**config.mk**
```make
export PLATFORM = sky130hd
export DESIGN_NAME = ctr_regulator
export DESIGN_NICKNAME = d
export VERILOG_FILES = /design/src/hw/ctr_pkg.sv /design/src/hw/ctr_regulator.sv
export VERILOG_INCLUDE_DIRS = /design/src /design/src/hw
export SDC_FILE = /design/constraint.sdc
export NUM_CORES = 1
export LEC_CHECK = 0
export ABC_AREA = 1
export BUFFER_PORTS_ARGS = -buffer_cell sky130_fd_sc_hd__buf_2
export CORE_ASPECT_RATIO = 1.4
export CORE_MARGIN = 5
export CORE_UTILIZATION = 55
export CTS_BUF_LIST = sky130_fd_sc_hd__clkbuf_4
export DETAILED_ROUTE_END_ITERATION = 7
export PLACE_DENSITY = 0.87
export SLEW_MARGIN = 20
export SYNTH_ARGS = -nofsm -noshare
export SYNTH_HDL_FRONTEND = slang
export SYNTH_SLANG_ARGS = --single-unit
```
**constraint.sdc**
```tcl
create_clock -name clk -period 3.4 [get_ports clk]
set_input_delay 0.51 -clock clk [delete_from_list [all_inputs] [get_ports clk]]
set_output_delay 0.51 -clock clk [all_outputs]
set_load 0.1 [all_outputs]
```
**src/hw/ctr_defines.svh**
```systemverilog
// Purpose: Constants for the current-trip regulator and diagnostic decode
// Assumes: 10 MHz clock
// Notes: Offsets are byte addresses on the register bus
`ifndef CTR_DEFINES_SVH
`define CTR_DEFINES_SVH
`define CTR_CLK_NS 100
`define CTR_OFF_HW_US 30
`define CTR_OFF_US0 20
`define CTR_OFF_US1 30
`define CTR_OFF_US2 40
`define CTR_OFF_US3 50
`define CTR_US2CYC(us) (((us) * 1000) / `CTR_CLK_NS)
`define CTR_BLANK_NS 2000
`define CTR_BLANK_CYC ((`CTR_BLANK_NS + `CTR_CLK_NS - 1) / `CTR_CLK_NS)
`define CTR_ADDR_CFG2 4'h0
`define CTR_ADDR_CFG3 4'h4
`define CTR_ADDR_STAT 4'h8
`define CTR_ADDR_CMD 4'hc
`define CTR_DIAGNOSTIC_SELECT_MSB 1
`define CTR_TRIP_MSB 2
`define CTR_OFF_TIME_LSB 4
`define CTR_OFF_TIME_MSB 5
`define CTR_FLAG_BIT 0
`define CTR_BUSY_BIT 1
`define CTR_CLR_BIT 0
`define CTR_DIAGNOSTIC_SELECT_RST 2'h0
`define CTR_TRIP_RST 3'h0
`define CTR_OFF_TIME_RST 2'h1
`define CTR_RESP_OK 2'h0
`define CTR_RESP_ERR 2'h2
`endif

```
**src/hw/ctr_pkg.sv**
```systemverilog
// Purpose: Types for the current-trip regulator
// Assumes: Nothing beyond the defines header
// Notes: Counter width covers the longest off-time
package ctr_pkg;
  typedef enum logic {CTR_IDLE, CTR_RECIRC} ctr_state_e;
  typedef logic [2:0] ctr_level_t;
  typedef logic [9:0] ctr_cnt_t;
endpackage

```
**src/hw/ctr_regulator.sv**
```systemverilog
// Purpose: Fixed-off-time current-trip regulation and diagnostic-select decode
// Assumes: Inputs synchronous to clk; AXI4-Lite register slave
// Notes: Level pins encode levels one to six as 0 to 5
`timescale 1ns/1ps
`include "ctr_defines.svh"
module ctr_regulator
  import ctr_pkg::*;
#(
  parameter bit SERIAL_VARIANT = 1'b1,
  parameter int BLANK_CYC = `CTR_BLANK_CYC
)(
  input wire logic clk,
  input wire logic rst,
  input wire logic [3:0] s_axi_awaddr,
  input wire logic s_axi_awvalid,
  output logic s_axi_awready,
  input wire logic [31:0] s_axi_wdata,
  input wire logic [3:0] s_axi_wstrb,
  input wire logic s_axi_wvalid,
  output logic s_axi_wready,
  output logic [1:0] s_axi_bresp,
  output logic s_axi_bvalid,
  input wire logic s_axi_bready,
  input wire logic [3:0] s_axi_araddr,
  input wire logic s_axi_arvalid,
  output logic s_axi_arready,
  output logic [31:0] s_axi_rdata,
  output logic [1:0] s_axi_rresp,
  output logic s_axi_rvalid,
  input wire logic s_axi_rready,
  input wire logic in_one,
  input wire logic in_two,
  input wire logic driver_disable,
  input wire logic mode_indep,
  input wire logic active_state,
  input wire logic trip_cmp,
  input wire logic slewing,
  input wire logic ls_recirc,
  input wire logic [2:0] trip_level_pin,
  input wire logic [2:0] diagnostic_select_level_pin,
  output logic bridge_output_one_q,
  output logic bridge_output_two_q,
  output logic bridge_hiz_q,
  output logic recirc_q,
  output logic [2:0] trip_ref_sel_q,
  output logic off_state_load_check_q,
  output logic active_open_load_mask_q,
  output logic fault_retry_q
);
  if (BLANK_CYC < 2 || BLANK_CYC > 1023) $error("BLANK_CYC out of range");

  ctr_state_e state_q, state_d;
  ctr_cnt_t cnt_q, blank_q;
  logic [1:0] diagnostic_select_q, hi_mask_q;
  logic [2:0] trip_q, prev_q, diagnostic_select_pin_q;
  logic [1:0] off_time_q;
  logic flag_q, diagnostic_select_done_q, ls_prev_q;
  logic aw_have_q, w_have_q;
  logic [3:0] aw_addr_q;
  logic [31:0] w_data_q;
  logic [3:0] w_strb_q;

  function automatic ctr_cnt_t off_len(input logic serial, input logic [1:0] sel);
    if (!serial)
      return ctr_cnt_t'(`CTR_US2CYC(`CTR_OFF_HW_US));
    unique case (sel)
      2'h0: return ctr_cnt_t'(`CTR_US2CYC(`CTR_OFF_US0));
      2'h1: return ctr_cnt_t'(`CTR_US2CYC(`CTR_OFF_US1));
      2'h2: return ctr_cnt_t'(`CTR_US2CYC(`CTR_OFF_US2));
      2'h3: return ctr_cnt_t'(`CTR_US2CYC(`CTR_OFF_US3));
    endcase
  endfunction

  // Six pin levels reach only six of the eight codes
  function automatic ctr_level_t pin_code(input logic [2:0] lvl);
    unique case (lvl)
      3'h0: return 3'h0;
      3'h1: return 3'h1;
      3'h2: return 3'h4;
      3'h3: return 3'h5;
      3'h4: return 3'h6;
      default: return 3'h7;
    endcase
  endfunction

  // Returns {off-state checks, high-side load, retry}
  function automatic logic [2:0] hw_diagnostic_select(input logic indep, input logic [2:0] lvl);
    if (!indep)
    begin
      unique case (lvl)
        3'h0: return 3'b001;
        3'h4: return 3'b000;
        default: return 3'b100;
      endcase
    end
    unique case (lvl)
      3'h0: return 3'b001;
      3'h1: return 3'b100;
      3'h2: return 3'b110;
      3'h3: return 3'b111;
      3'h4: return 3'b000;
      default: return 3'b101;
    endcase
  endfunction

  ctr_level_t level;
  logic [2:0] diagnostic_select_dec;
  logic hs_load, hs_on, reg_en, fell_ls, trip_ok, trip_now, in_chg;
  logic cmd_one, cmd_two, force_one, force_two;

  always_comb
  begin
    level = SERIAL_VARIANT ? trip_q : pin_code(trip_level_pin);
    if (SERIAL_VARIANT)
      diagnostic_select_dec = mode_indep ? {diagnostic_select_q[0], diagnostic_select_q[1], 1'b0}
                            : {diagnostic_select_q != 2'h0, 2'b00};
    else
      diagnostic_select_dec = hw_diagnostic_select(mode_indep, diagnostic_select_pin_q);
    hs_load = mode_indep & diagnostic_select_dec[1];
  end

  // PHASE_ENABLE_MODE: in_one enables, in_two gives direction
  assign cmd_one = !driver_disable & (mode_indep ? in_one : in_one & in_two);
  assign cmd_two = !driver_disable & (mode_indep ? in_two : in_one & !in_two);
  // Sense sees the sum of both high sides, so one trip serves both halves
  assign hs_on = cmd_one | cmd_two;
  assign reg_en = active_state & hs_on & (level != 3'h0) & !hs_load;
  assign fell_ls = ls_prev_q & !ls_recirc;
  assign trip_now = trip_cmp & !slewing;
  assign trip_ok = trip_now & (blank_q == '0) & !fell_ls;
  assign in_chg = {in_one, in_two, driver_disable} != prev_q;

  always_comb
  begin
    state_d = state_q;
    unique case (state_q)
      CTR_IDLE:
        if (reg_en && trip_ok)
          state_d = CTR_RECIRC;
      CTR_RECIRC:
        if (in_chg)
          state_d = CTR_IDLE;
        else if (cnt_q == '0 && !trip_now)
          state_d = CTR_IDLE;
    endcase
  end

  always_ff @(posedge clk)
  begin
    if (rst)
      state_q <= CTR_IDLE;
    else
      state_q <= state_d;
  end

  // Off-time counter reloads on entry and on each extension
  always_ff @(posedge clk)
  begin
    if (rst)
      cnt_q <= '0;
    else if (state_q == CTR_IDLE || cnt_q == '0)
      cnt_q <= off_len(SERIAL_VARIANT, off_time_q) - ctr_cnt_t'(1);
    else
      cnt_q <= cnt_q - ctr_cnt_t'(1);
  end

  always_ff @(posedge clk)
  begin
    if (rst)
      blank_q <= '0;
    else if (fell_ls)
      blank_q <= ctr_cnt_t'(BLANK_CYC);
    else if (blank_q != '0)
      blank_q <= blank_q - ctr_cnt_t'(1);
  end

  always_ff @(posedge clk)
  begin
    if (rst)
    begin
      prev_q <= 3'h0;
      ls_prev_q <= 1'b0;
      hi_mask_q <= 2'h0;
    end
    else
    begin
      prev_q <= {in_one, in_two, driver_disable};
      ls_prev_q <= ls_recirc;
      if (state_q == CTR_IDLE)
        hi_mask_q <= {cmd_one, cmd_two};
    end
  end

  always_comb
  begin
    if (!mode_indep)
    begin
      force_one = 1'b1;
      force_two = 1'b1;
    end
    else
    begin
      force_one = cmd_one & !hi_mask_q[1];
      force_two = cmd_two & !hi_mask_q[0];
      if (state_q == CTR_IDLE)
      begin
        force_one = 1'b0;
        force_two = 1'b0;
      end
    end
  end

  always_ff @(posedge clk)
  begin
    if (rst)
    begin
      bridge_output_one_q <= 1'b0;
      bridge_output_two_q <= 1'b0;
      bridge_hiz_q <= 1'b1;
      recirc_q <= 1'b0;
    end
    else
    begin
      bridge_output_one_q <= (state_d == CTR_RECIRC) ? force_one : cmd_one;
      bridge_output_two_q <= (state_d == CTR_RECIRC) ? force_two : cmd_two;
      bridge_hiz_q <= driver_disable;
      recirc_q <= state_d == CTR_RECIRC;
    end
  end

  // Strap caught on the first clock after reset release
  always_ff @(posedge clk)
  begin
    if (rst)
    begin
      diagnostic_select_done_q <= 1'b0;
      diagnostic_select_pin_q <= 3'h0;
    end
    else if (!diagnostic_select_done_q)
    begin
      diagnostic_select_done_q <= 1'b1;
      diagnostic_select_pin_q <= diagnostic_select_level_pin;
    end
  end

  always_ff @(posedge clk)
  begin
    if (rst)
    begin
      trip_ref_sel_q <= 3'h0;
      off_state_load_check_q <= 1'b0;
      active_open_load_mask_q <= 1'b0;
      fault_retry_q <= 1'b0;
    end
    else
    begin
      trip_ref_sel_q <= level;
      off_state_load_check_q <= diagnostic_select_dec[2];
      active_open_load_mask_q <= SERIAL_VARIANT & mode_indep & !diagnostic_select_dec[1];
      fault_retry_q <= diagnostic_select_dec[0];
    end
  end

  // Register slave: address and data taken in either order
  logic do_wr, clr_cmd, trip_set;
  assign do_wr = aw_have_q & w_have_q & !s_axi_bvalid;
  assign clr_cmd = do_wr & (aw_addr_q == `CTR_ADDR_CMD) & w_strb_q[0] & w_data_q[`CTR_CLR_BIT];
  assign trip_set = SERIAL_VARIANT & reg_en & trip_ok;

  always_ff @(posedge clk)
  begin
    if (rst)
    begin
      aw_have_q <= 1'b0;
      w_have_q <= 1'b0;
      aw_addr_q <= 4'h0;
      w_data_q <= 32'h0000_0000;
      w_strb_q <= 4'h0;
      s_axi_awready <= 1'b0;
      s_axi_wready <= 1'b0;
      s_axi_bvalid <= 1'b0;
      s_axi_bresp <= `CTR_RESP_OK;
    end
    else
    begin
      s_axi_awready <= !aw_have_q & !(s_axi_awvalid & s_axi_awready);
      s_axi_wready <= !w_have_q & !(s_axi_wvalid & s_axi_wready);
      if (s_axi_awvalid && s_axi_awready)
      begin
        aw_have_q <= 1'b1;
        aw_addr_q <= s_axi_awaddr;
      end
      if (s_axi_wvalid && s_axi_wready)
      begin
        w_have_q <= 1'b1;
        w_data_q <= s_axi_wdata;
        w_strb_q <= s_axi_wstrb;
      end
      if (do_wr)
      begin
        aw_have_q <= 1'b0;
        w_have_q <= 1'b0;
        s_axi_bvalid <= 1'b1;
        s_axi_bresp <= (aw_addr_q[1:0] == 2'h0) ? `CTR_RESP_OK : `CTR_RESP_ERR;
      end
      else if (s_axi_bready)
        s_axi_bvalid <= 1'b0;
    end
  end

  always_ff @(posedge clk)
  begin
    if (rst)
    begin
      diagnostic_select_q <= `CTR_DIAGNOSTIC_SELECT_RST;
      trip_q <= `CTR_TRIP_RST;
      off_time_q <= `CTR_OFF_TIME_RST;
    end
    else if (do_wr && w_strb_q[0])
    begin
      if (aw_addr_q == `CTR_ADDR_CFG2)
        diagnostic_select_q <= w_data_q[`CTR_DIAGNOSTIC_SELECT_MSB:0];
      if (aw_addr_q == `CTR_ADDR_CFG3)
      begin
        trip_q <= w_data_q[`CTR_TRIP_MSB:0];
        off_time_q <= w_data_q[`CTR_OFF_TIME_MSB:`CTR_OFF_TIME_LSB];
      end
    end
  end

  // Set wins over a clear in the same cycle; no fault pin is involved
  always_ff @(posedge clk)
  begin
    if (rst)
      flag_q <= 1'b0;
    else if (trip_set)
      flag_q <= 1'b1;
    else if (clr_cmd)
      flag_q <= 1'b0;
  end

  always_ff @(posedge clk)
  begin
    if (rst)
    begin
      s_axi_arready <= 1'b0;
      s_axi_rvalid <= 1'b0;
      s_axi_rdata <= 32'h0000_0000;
      s_axi_rresp <= `CTR_RESP_OK;
    end
    else
    begin
      s_axi_arready <= !s_axi_rvalid & !(s_axi_arvalid & s_axi_arready);
      if (s_axi_arvalid && s_axi_arready)
      begin
        s_axi_rvalid <= 1'b1;
        s_axi_rresp <= `CTR_RESP_OK;
        s_axi_rdata <= 32'h0000_0000;
        unique case (s_axi_araddr)
          `CTR_ADDR_CFG2: s_axi_rdata[`CTR_DIAGNOSTIC_SELECT_MSB:0] <= diagnostic_select_q;
          `CTR_ADDR_CFG3: s_axi_rdata[`CTR_OFF_TIME_MSB:0] <= {off_time_q, 1'b0, trip_q};
          `CTR_ADDR_STAT: s_axi_rdata[`CTR_BUSY_BIT:0] <= {recirc_q, flag_q};
          `CTR_ADDR_CMD: s_axi_rdata <= 32'h0000_0000;
          default: s_axi_rresp <= `CTR_RESP_ERR;
        endcase
      end
      else if (s_axi_rready)
        s_axi_rvalid <= 1'b0;
    end
  end
endmodule

```
==> results.md, run 1 <==
* Syn Area/Cell at 7.519 µm²
* Antenna violations before repair at 0
* FF-to-FF setup slack at 1410 ps
* DR vias at 2,745
* Die ar. at 7518 µm²
* Worst-case clock buffer depth at 2
* First-pass GRT wire length at 11.27 mm
* Pwr Density at 593.6 nW/µm²
* Crit-path cells: buf_2
* Max capacitance violation total at 0
* Final setup violation count at 0
* Share of layout cells above drive strength 1 at 0.1934
* Setup Fix Bufs, Post-CTS at 0
* Hold/Removal Path Class: input pin to flop
* End-of-flow core utilization at 0.6121
* Die W at 74.73 µm
* FF+latch count, synth at 67
* Vias in the first global route at 2,700
* CTS root buf: clkbuf_4
* FMAX at 473.9 MHz
* Fin crit period at 2110 ps
* Antenna Cells at 0
* Max stage delay on crit path at 660 ps
* Hold Startpoint: s_axi_rready
* Number of H-tree levels at 3
* YS warnings at 0
* CP delay by family, top: flip-flops
* # hold bufs at CTS at 0
* Pleak at 1.741 nW
* DR WL/cell at 11.94 µm
* Remaining DRCs at 0
* Most frequent cells in the layout: 67 x dfxtp_1, 61 x nand2_1, 57 x inv_1
* Worst slew margin at 0.3880
* Antenna Nets Post-Route at 0
* Final Slew Violations at 0
* IO buf count at 49
* Unrepaired setup endpoints after global routing: no
* Critical path class: flop to output pin
* Pre-CTS setup slack at 1121 ps
* RD Place Congestion at 0.8534
* Crit share post-route at 0.6206
* Commonest non-fill, non-tap cell in the layout: dfxtp_1
* Worst setup margin at 1290 ps
* Crit path DAT at 1600 ps
* Slowest CP cell: dfxtp_1
* Overflow after GRT at 0
* Crit Path Max Fanout at 12
* First-pass detailed-route iteration total at 4
* R2r startpoint: recirc_q
* Worst Setup Start Kind: flop
* CTS-repair resized insts at 0
* R2r worst-path depth at 9
* Fin Setup TNS at 0 ps
* Std-Cell Rows at 33
* Sink Count at 67
* Number of buffers created by CTS at 9
* Initial core utilization at 0.5580
* Nets@finish at 553
* R2R Path End: cnt_q[6]
* Design Power at 2.100 mW
* Slew @ Worst Pin at 917.0 ps
* VDD IR max at 0.3887 mV
* CTS tree: built
* CP Data Required Time at 2890 ps
* WL final at 6.636 mm
* Clock skew at 7.754 ps
* Post-synthesis instance area at 3226 µm²
* Area Growth Syn to Fin at 9.697%
* Initial DRC Count at 183
* Clock slew seen by the registers of the worst setup and hold paths at 110 ps
* Vias per cell at 4.937
* GR Util All Layers at 0.1938
* I/O pin cnt at 116
* Largest net degree at the start of global routing at 34
* Die Y at 100.6 µm
* Synth cell types at 37
* WHS Path Cells at 4
* Setup crit end kind: output pin
* Worst Hold Endpoint: s_axi_rvalid
* Mapped Cells at 429
* Final Hold Vio Count at 0
* Detailed placer's ending HPWL at 5.017 mm
* Sequential area share after synthesis at 0.4158
* Status: finished clean
* Worst path bufs/invs at 1
* CORE AREA at 5781 µm²
* Skew-Pair Late Insertion Delay at 410 ps
## worst max path at each step
| stage | start | end | slack, ps | depth (start not counted) |
|---|---|---|---|---|
| floorplan | recirc_q | cnt_q[9] | 1280 | 8 |
| global placement | rst | blank_q[1] | 1130 | 4 |
| detailed placement | rst | blank_q[1] | 1120 | 4 |
| CTS | recirc_q | recirc_q | 1280 | 1 |
| global route | recirc_q | cnt_q[6] | 1170 | 9 |
| finish | recirc_q | recirc_q | 1290 | 1 |
## power breakdown
group,internal (mW),leakage (nW),switching (mW)
combinational,0.167,1.12,0.503
clock,0.227,0.0752,0.277
sequential,0.869,0.550,0.0577
total,1.26,1.74,0.838
## logic make-up after synthesis
family                     after synthesis  share of synthesized area
xor gates and xnor gates                 3                   0.008147
and+or+nand+nor                        174                     0.2611
adders and majority gates                7                    0.02715
other                                    1                   0.001163
buffers and inverters                   99                     0.1528
DFF                                     67                     0.4158
AOI/OAI and AO/OA                       78                     0.1338
## state kept, by name, summed over array words and instances (netlist names), 3 cells and up
name / count
aw_addr_q: 4
blank_q: 10
cnt_q: 10
level: 3
prev_q: 3
s_axi_rdata: 5
trip_ref_sel_q: 3
w_data_q: 5
## routing by layer
metal / up-vias / part of all wire / wire (µm) / GRT usage
li1: 1425 / - / - / -
met1: 1212 / 0.39 / 2587 / 0.2075
met2: 101 / 0.51 / 3405 / 0.3473
met3: 7 / 0.083 / 552 / 0.06487
met4: 0 / 0.014 / 90 / 0.06575
met5: - / 0 / 0 / 0
## cell usage after synthesis, drive strengths merged
cell	count	area (µm²)
clkbuf	5	18.77
nor3	8	50.05
o2111ai	1	8.760
conb	1	3.750
nor3b	1	7.510
nand2	67	271.5
o31ai	1	7.510
inv	61	229.0
ha	7	87.58
buf	32	241.5
o21ai	33	168.9
nand3	29	182.7
nor4	1	12.51
o21a	1	7.510
clkinv	1	3.750
o21bai	1	18.77
dfxtp	67	1341
o221ai	2	17.52
nor2	59	261.5
a21oi	35	175.2
o211ai	1	7.510
a31oi	2	12.51
nand4	7	43.79
xor2	3	26.28
or2	2	12.51
a211oi	1	7.510
## layout make-up
| cell class | instances | area [µm²] |
|---|---|---|
| clock buffers | 10 | 75.07 |
| clock inverters | 6 | 56.30 |
| fillers | 544 | 2242 |
| inverters | 62 | 232.7 |
| multi-input cells | 292 | 1500 |
| flip-flops and latches | 67 | 1341 |
| well taps | 70 | 87.58 |
| repair buffers | 49 | 245.2 |
## per-stage QoR
stage / hold slack (ps) / cell area [µm²] / std cells
after global routing: 302.3 / 3538 / 556
after global placement: 424.5 / 3407 / 540
final: 331.3 / 3538 / 556
after CTS: 317.3 / 3538 / 556
after floorplan: 400.4 / 3334 / 458
after detailed placement: 418.4 / 3407 / 540
Note: power is estimated with default switching activity, not from simulation.
==> inputs of run 2 (changes only) <==
- CORE_UTILIZATION: 55 -> 46
- PLACE_DENSITY: 0.87 -> 0.78
- clock period: 3.4 -> 1.8 ns (I/O delays scaled with it)
==> results.md, run 2 (synthesized netlist as in run 1, its figures left out) <==
* Finished Cell Area at 3739 µm² (+5.7%)
* Fin Setup TNS at 0 ps (unchanged)
* Detailed placer's ending HPWL at 5.355 mm (+6.7%)
* CORE AREA at 6892 µm² (+19%)
* Std-Cell Rows at 36 (+9.1%)
* Critical path class: flop to output pin
* Die ar. at 8810 µm² (+17%)
* Remaining DRCs at 0 (unchanged)
* Pwr Density at 1102 nW/µm² (+86%)
* Hold/Removal Path Class: input pin to flop
* Overflow after GRT at 0 (unchanged)
* Clock slew seen by the registers of the worst setup and hold paths at 120 ps (about the same)
* Worst Setup Start Kind: flop
* Status: finished clean
* GR Util All Layers at 0.1642 (-0.02957)
* Setup crit end kind: output pin
* Placed Cells at 574 (+6.3%)
* Vias in the first global route at 2,626 (-2.7%)
* WL final at 6.957 mm (+4.8%)
* Final Hold Vio Count at 0 (unchanged)
* Nets@finish at 566 (+2.4%)
* Placed inst area at 3507 µm² (+2.9%)
* First-pass GRT wire length at 11.20 mm (-0.67%)
* Die Y at 109.1 µm (+8.4%)
* Crit path DAT at 1470 ps (-130 ps)
* Number of H-tree levels at 3 (unchanged)
* Pleak at 1.804 nW (+3.6%)
* Commonest non-fill, non-tap cell in the layout: dfxtp_1
* Largest net degree at the start of global routing at 28 (-18%)
* I/O pin cnt at 116 (unchanged)
* IO buf count at 49 (unchanged)
* First-pass detailed-route iteration total at 4 (unchanged)
* Worst setup margin at 62.80 ps (-1227 ps)
* Fin crit period at 1737 ps
* Post-Layout Cell Count at 594 (+6.8%)
* Share of layout cells above drive strength 1 at 0.2445 (+0.05107)
* RD Place Congestion at 0.8738 (+2.4%)
* Crit Path Max Fanout at 7 (-5)
* DR WL/cell at 11.71 µm (-1.9%)
* Initial core utilization at 0.4680 (-0.08996)
* Antenna violations before repair at 0 (unchanged)
* Crit share post-route at 0.9651
* Die W at 80.77 µm (+8.1%)
* Clock skew at 17.23 ps (+9.475 ps)
* Initial DRC Count at 132 (-28%)
* Area Growth Syn to Fin at 15.90%
* Antenna Nets Post-Route at 0 (unchanged)
* CTS root buf: clkbuf_4
* FMAX at 575.6 MHz
* Final Slew Violations at 0 (unchanged)
* Skew-Pair Late Insertion Delay at 410 ps (about the same)
* FF-to-FF setup slack at 150 ps (-1260 ps)
* CP Data Required Time at 1530 ps (-1360 ps)
* Max capacitance violation total at 0 (unchanged)
* VDD IR max at 0.5664 mV (+46%)
* Number of buffers created by CTS at 9 (unchanged)
* DR vias at 2,809 (+2.3%)
* Unrepaired setup endpoints after global routing: no
* Antenna Cells at 0 (unchanged)
* CTS tree: built
* Worst-case clock buffer depth at 2 (unchanged)
* Pre-CTS setup slack at 26.13 ps (-1095 ps)
* Hold slack final at 82.83 ps (-248.5 ps)
* Regs by FF count: blank_q (10), cnt_q (10)
* Fillers at 655 (+20%)
* Sink Count at 67 (unchanged)
* Most frequent cells in the layout: 63 x dfxtp_1, 61 x nand2_1, 55 x inv_1
* Vias per cell at 4.729 (-4.2%)
* Final setup violation count at 0 (unchanged)
* # hold bufs at CTS at 0 (unchanged)
==> run 2: timing repair <==
item / 4_1_cts / 5_1_grt
pin swaps: 0 / 3
resized for setup: 1 / 17
gates cloned: 0 / 0
setup endpoints to repair: 1 / 11
setup buffers: 0 / 4
==> run 2: area by class of cell <==
cell class	instances	area, µm²	share of cell area
Clock inverter	6	56.30	0.01506
Inverter	62	232.7	0.06225
Sequential cell	67	1346	0.3601
Tap cell	95	118.9	0.03179
Multi-Input combinational cell	292	1567	0.4190
Clock buffer	10	75.07	0.02008
Timing Repair Buffer	62	342.8	0.09170
==> run 2: final timing paths <==
kind / start / endpoint / cells past startpoint
setup / recovery: recirc_q / recirc_q / 2
hold / removal: ls_recirc / ls_prev_q / 3
setup reg to reg: blank_q[1] / bridge_output_one_q / 12
hold reg to reg: aw_have_q / s_axi_awready / 1
==> run 2: per-stage QoR <==
step                  util  power [mW]
floorplan                -       2.888
global placement    0.5089       3.011
detailed placement  0.5089       3.065
CTS                 0.5283       4.012
global route        0.5425       4.373
finish              0.5425       4.120
==> run 2: worst max-delay path: stages (launching register included) <==
cell and delay, ps:
dfxtp_2 430, buf_4 190, buf_2 440
==> run 2: power breakdown <==
part           leakage (nW)  internal (mW)  total (mW)  switching [mW]
logic                  1.18          0.400        1.40            1.00
registers             0.550           1.64        1.76           0.117
clock network        0.0736          0.428       0.957           0.529
==> run 2: routing by layer <==
| metal | GRT usage | routed length [µm] | part of all wire | vias to the layer above |
|---|---|---|---|---|
| met1 | 0.1807 | 2812 | 0.40 | 1243 |
| li1 | - | - | - | 1451 |
| met3 | 0.05785 | 505 | 0.073 | 16 |
| met4 | 0.06763 | 172 | 0.025 | 0 |
| met5 | 0 | 0 | 0 | - |
| met2 | 0.2844 | 3466 | 0.50 | 99 |
==> inputs of run 3 (changes only) <==
- MAX_ROUTING_LAYER: unset -> met4
==> results.md, run 3 (synthesized netlist as in run 1, its figures left out) <==
* Vias per cell at 4.806 (+1.6%)
* Number of buffers created by CTS at 9 (unchanged)
* First-pass detailed-route iteration total at 5 (+1)
* Initial core utilization at 0.4680 (unchanged)
* DR vias at 2,855 (+1.6%)
* Area of the multi-input gates at 1555 µm² (-0.72%)
* Clock power frac at 0.234 (+0.002)
* Seq pwr share at 0.430 (+0.003)
* Max capacitance violation total at 0 (unchanged)
* Placed inst area at 3507 µm² (unchanged)
* Fin crit period at 1674 ps (-62.76 ps)
* Final Hold Vio Count at 0 (unchanged)
* Pwr Density at 1095 nW/µm² (-0.66%)
* IO buf count at 49 (unchanged)
* WHS Path Cells at 3 (unchanged)
* DR WL/cell at 11.75 µm (+0.36%)
* Die Y at 109.1 µm (unchanged)
* CORE AREA at 6892 µm² (unchanged)
* RD Place Congestion at 0.8885 (+1.7%)
* VDD IR max at 0.5051 mV (-11%)
* Post-Layout Cell Count at 594 (unchanged)
* Antenna violations before repair at 0 (unchanged)
* Commonest non-fill, non-tap cell in the layout: dfxtp_1
* Initial DRC Count at 229 (+73%)
* CP Data Required Time at 2160 ps (+630 ps)
* Sw Share at 0.3968 (-0.003956)
* Crit share post-route at 0.9302 (-0.03487)
* Clock skew at 5.909 ps (-11.32 ps)
* CTS tree: built
* Share of layout cells above drive strength 1 at 0.2465 (+0.002004)
* WL final at 6.982 mm (+0.36%)
* # hold bufs at CTS at 0 (unchanged)
* Sink Count at 67 (unchanged)
* R2r worst-path depth at 11 (-1)
* Skew-Pair Late Insertion Delay at 420 ps (about the same)
* Remaining DRCs at 0 (unchanged)
* CTS root buf: clkbuf_4
* Detailed placer's ending HPWL at 5.321 mm (-0.63%)
* Crit path DAT at 2030 ps (+560 ps)
* Worst-case clock buffer depth at 2 (unchanged)
* Antenna Nets Post-Route at 0 (unchanged)
* Register area at 1346 µm² (unchanged)
* Antenna Cells at 0 (unchanged)
* Pleak at 1.800 nW (-0.20%)
* Hold/Removal Path Class: input pin to flop
* Std-Cell Rows at 36 (unchanged)
* Die ar. at 8810 µm² (unchanged)
* I/O pin cnt at 116 (unchanged)
* Combinational power share at 0.336 (-0.005)
* P_int at 2.463 mW (-0.23%)
* Psw at 1.620 mW (-1.9%)
* Number of H-tree levels at 3 (unchanged)
* Clock slew seen by the registers of the worst setup and hold paths at 110 ps (about the same)
* Final Slew Violations at 0 (unchanged)
* Largest net degree at the start of global routing at 28 (unchanged)
* Crit Path Max Fanout at 6 (-1)
* End-of-flow core utilization at 0.5412 (-0.001271)
* First-pass GRT wire length at 11.63 mm (+3.8%)
* Vias in the first global route at 2,843 (+8.3%)
* GR Util All Layers at 0.1732 (+0.008959)
* Design Power at 4.083 mW (-0.89%)
* Fillers at 671 (+2.4%)
* FMAX at 597.2 MHz (+3.7%)
* Placed Cells at 574 (unchanged)
* Nets@finish at 566 (unchanged)
* Final setup violation count at 0 (unchanged)
* Most frequent cells in the layout: 63 x dfxtp_1, 60 x nand2_1, 56 x inv_1
* Critical path class: flop to flop
* Worst Setup Start Kind: flop
* Status: finished clean
* Die W at 80.77 µm (unchanged)
* Setup crit end kind: flop
* Overflow after GRT at 0 (unchanged)
* Area Growth Syn to Fin at 15.63%
* Finished Cell Area at 3730 µm² (-0.23%)
* Regs by FF count: blank_q (10), cnt_q (10)
-- run 3: repair_timing --
item	CTS	global route
gates resized for setup	0	19
setup buffers	0	4
endpoints found under the setup margin	0	9
-- run 3: final cells by class --
class | count | area share
Tap cell | 95 | 0.03187
Clock buffer | 10 | 0.02013
Inverter | 62 | 0.06240
Clock inverter | 6 | 0.01510
Sequential cell | 67 | 0.3610
Multi-Input combinational cell | 292 | 0.4170
Timing Repair Buffer | 62 | 0.09259
-- run 3: worst paths after layout --
path / start / slack (ps) / endpoint
worst max-delay path: cnt_q[9] / 130 / cnt_q[4]
worst min register to register: aw_have_q / 440 / s_axi_awready
worst max register to register: cnt_q[9] / 130 / cnt_q[4]
worst min-delay path: ls_recirc / 70 / ls_prev_q
-- run 3: per-layer routing --
layer / share of wire / track usage / vias to the layer above
li1: - / - / 1452
met1: 0.40 / 0.1826 / 1291
met2: 0.50 / 0.2927 / 87
met3: 0.058 / 0.03554 / 25
met4: 0.035 / 0.1087 / 0
met5: 0 / - / -
-- run 3: critical path, stage by stage, from the launching register on --
cell and delay, ps:
dfxtp_1 330, nor2_1 160, nand2_1 90, inv_1 110, nand2_4 100, nand3_2 90, ha_2 200, nand3_2 120
nor2_4 140, buf_4 110, nand3_1 60, a21oi_1 110
-- run 3: per-stage QoR --
| stage | hold slack, ps | TNS [ps] | setup WS (ps) |
|---|---|---|---|
| final | 69.37 | 0 | 125.6 |
| after global routing | 58.18 | -20.67 | -20.67 |
| after CTS | 50.57 | 0 | 34.57 |
| after detailed placement | 424.8 | 0 | 55.82 |
| after global placement | 416.5 | 0 | 71.11 |
| after floorplan | 378.5 | 0 | 24.99 |
-- run 3: power groups by stage --
stage | sequential (mW) | clock (mW) | combinational (mW)
6_report | 1.75 | 0.957 | 1.37
5_1_grt | 1.78 | 1.05 | 1.52
4_1_cts | 1.75 | 0.977 | 1.27
3_5_place_dp | 1.78 | 0 | 1.26
3_3_place_gp | 1.77 | 0 | 1.23
2_1_floorplan | 1.89 | 0 | 0.994
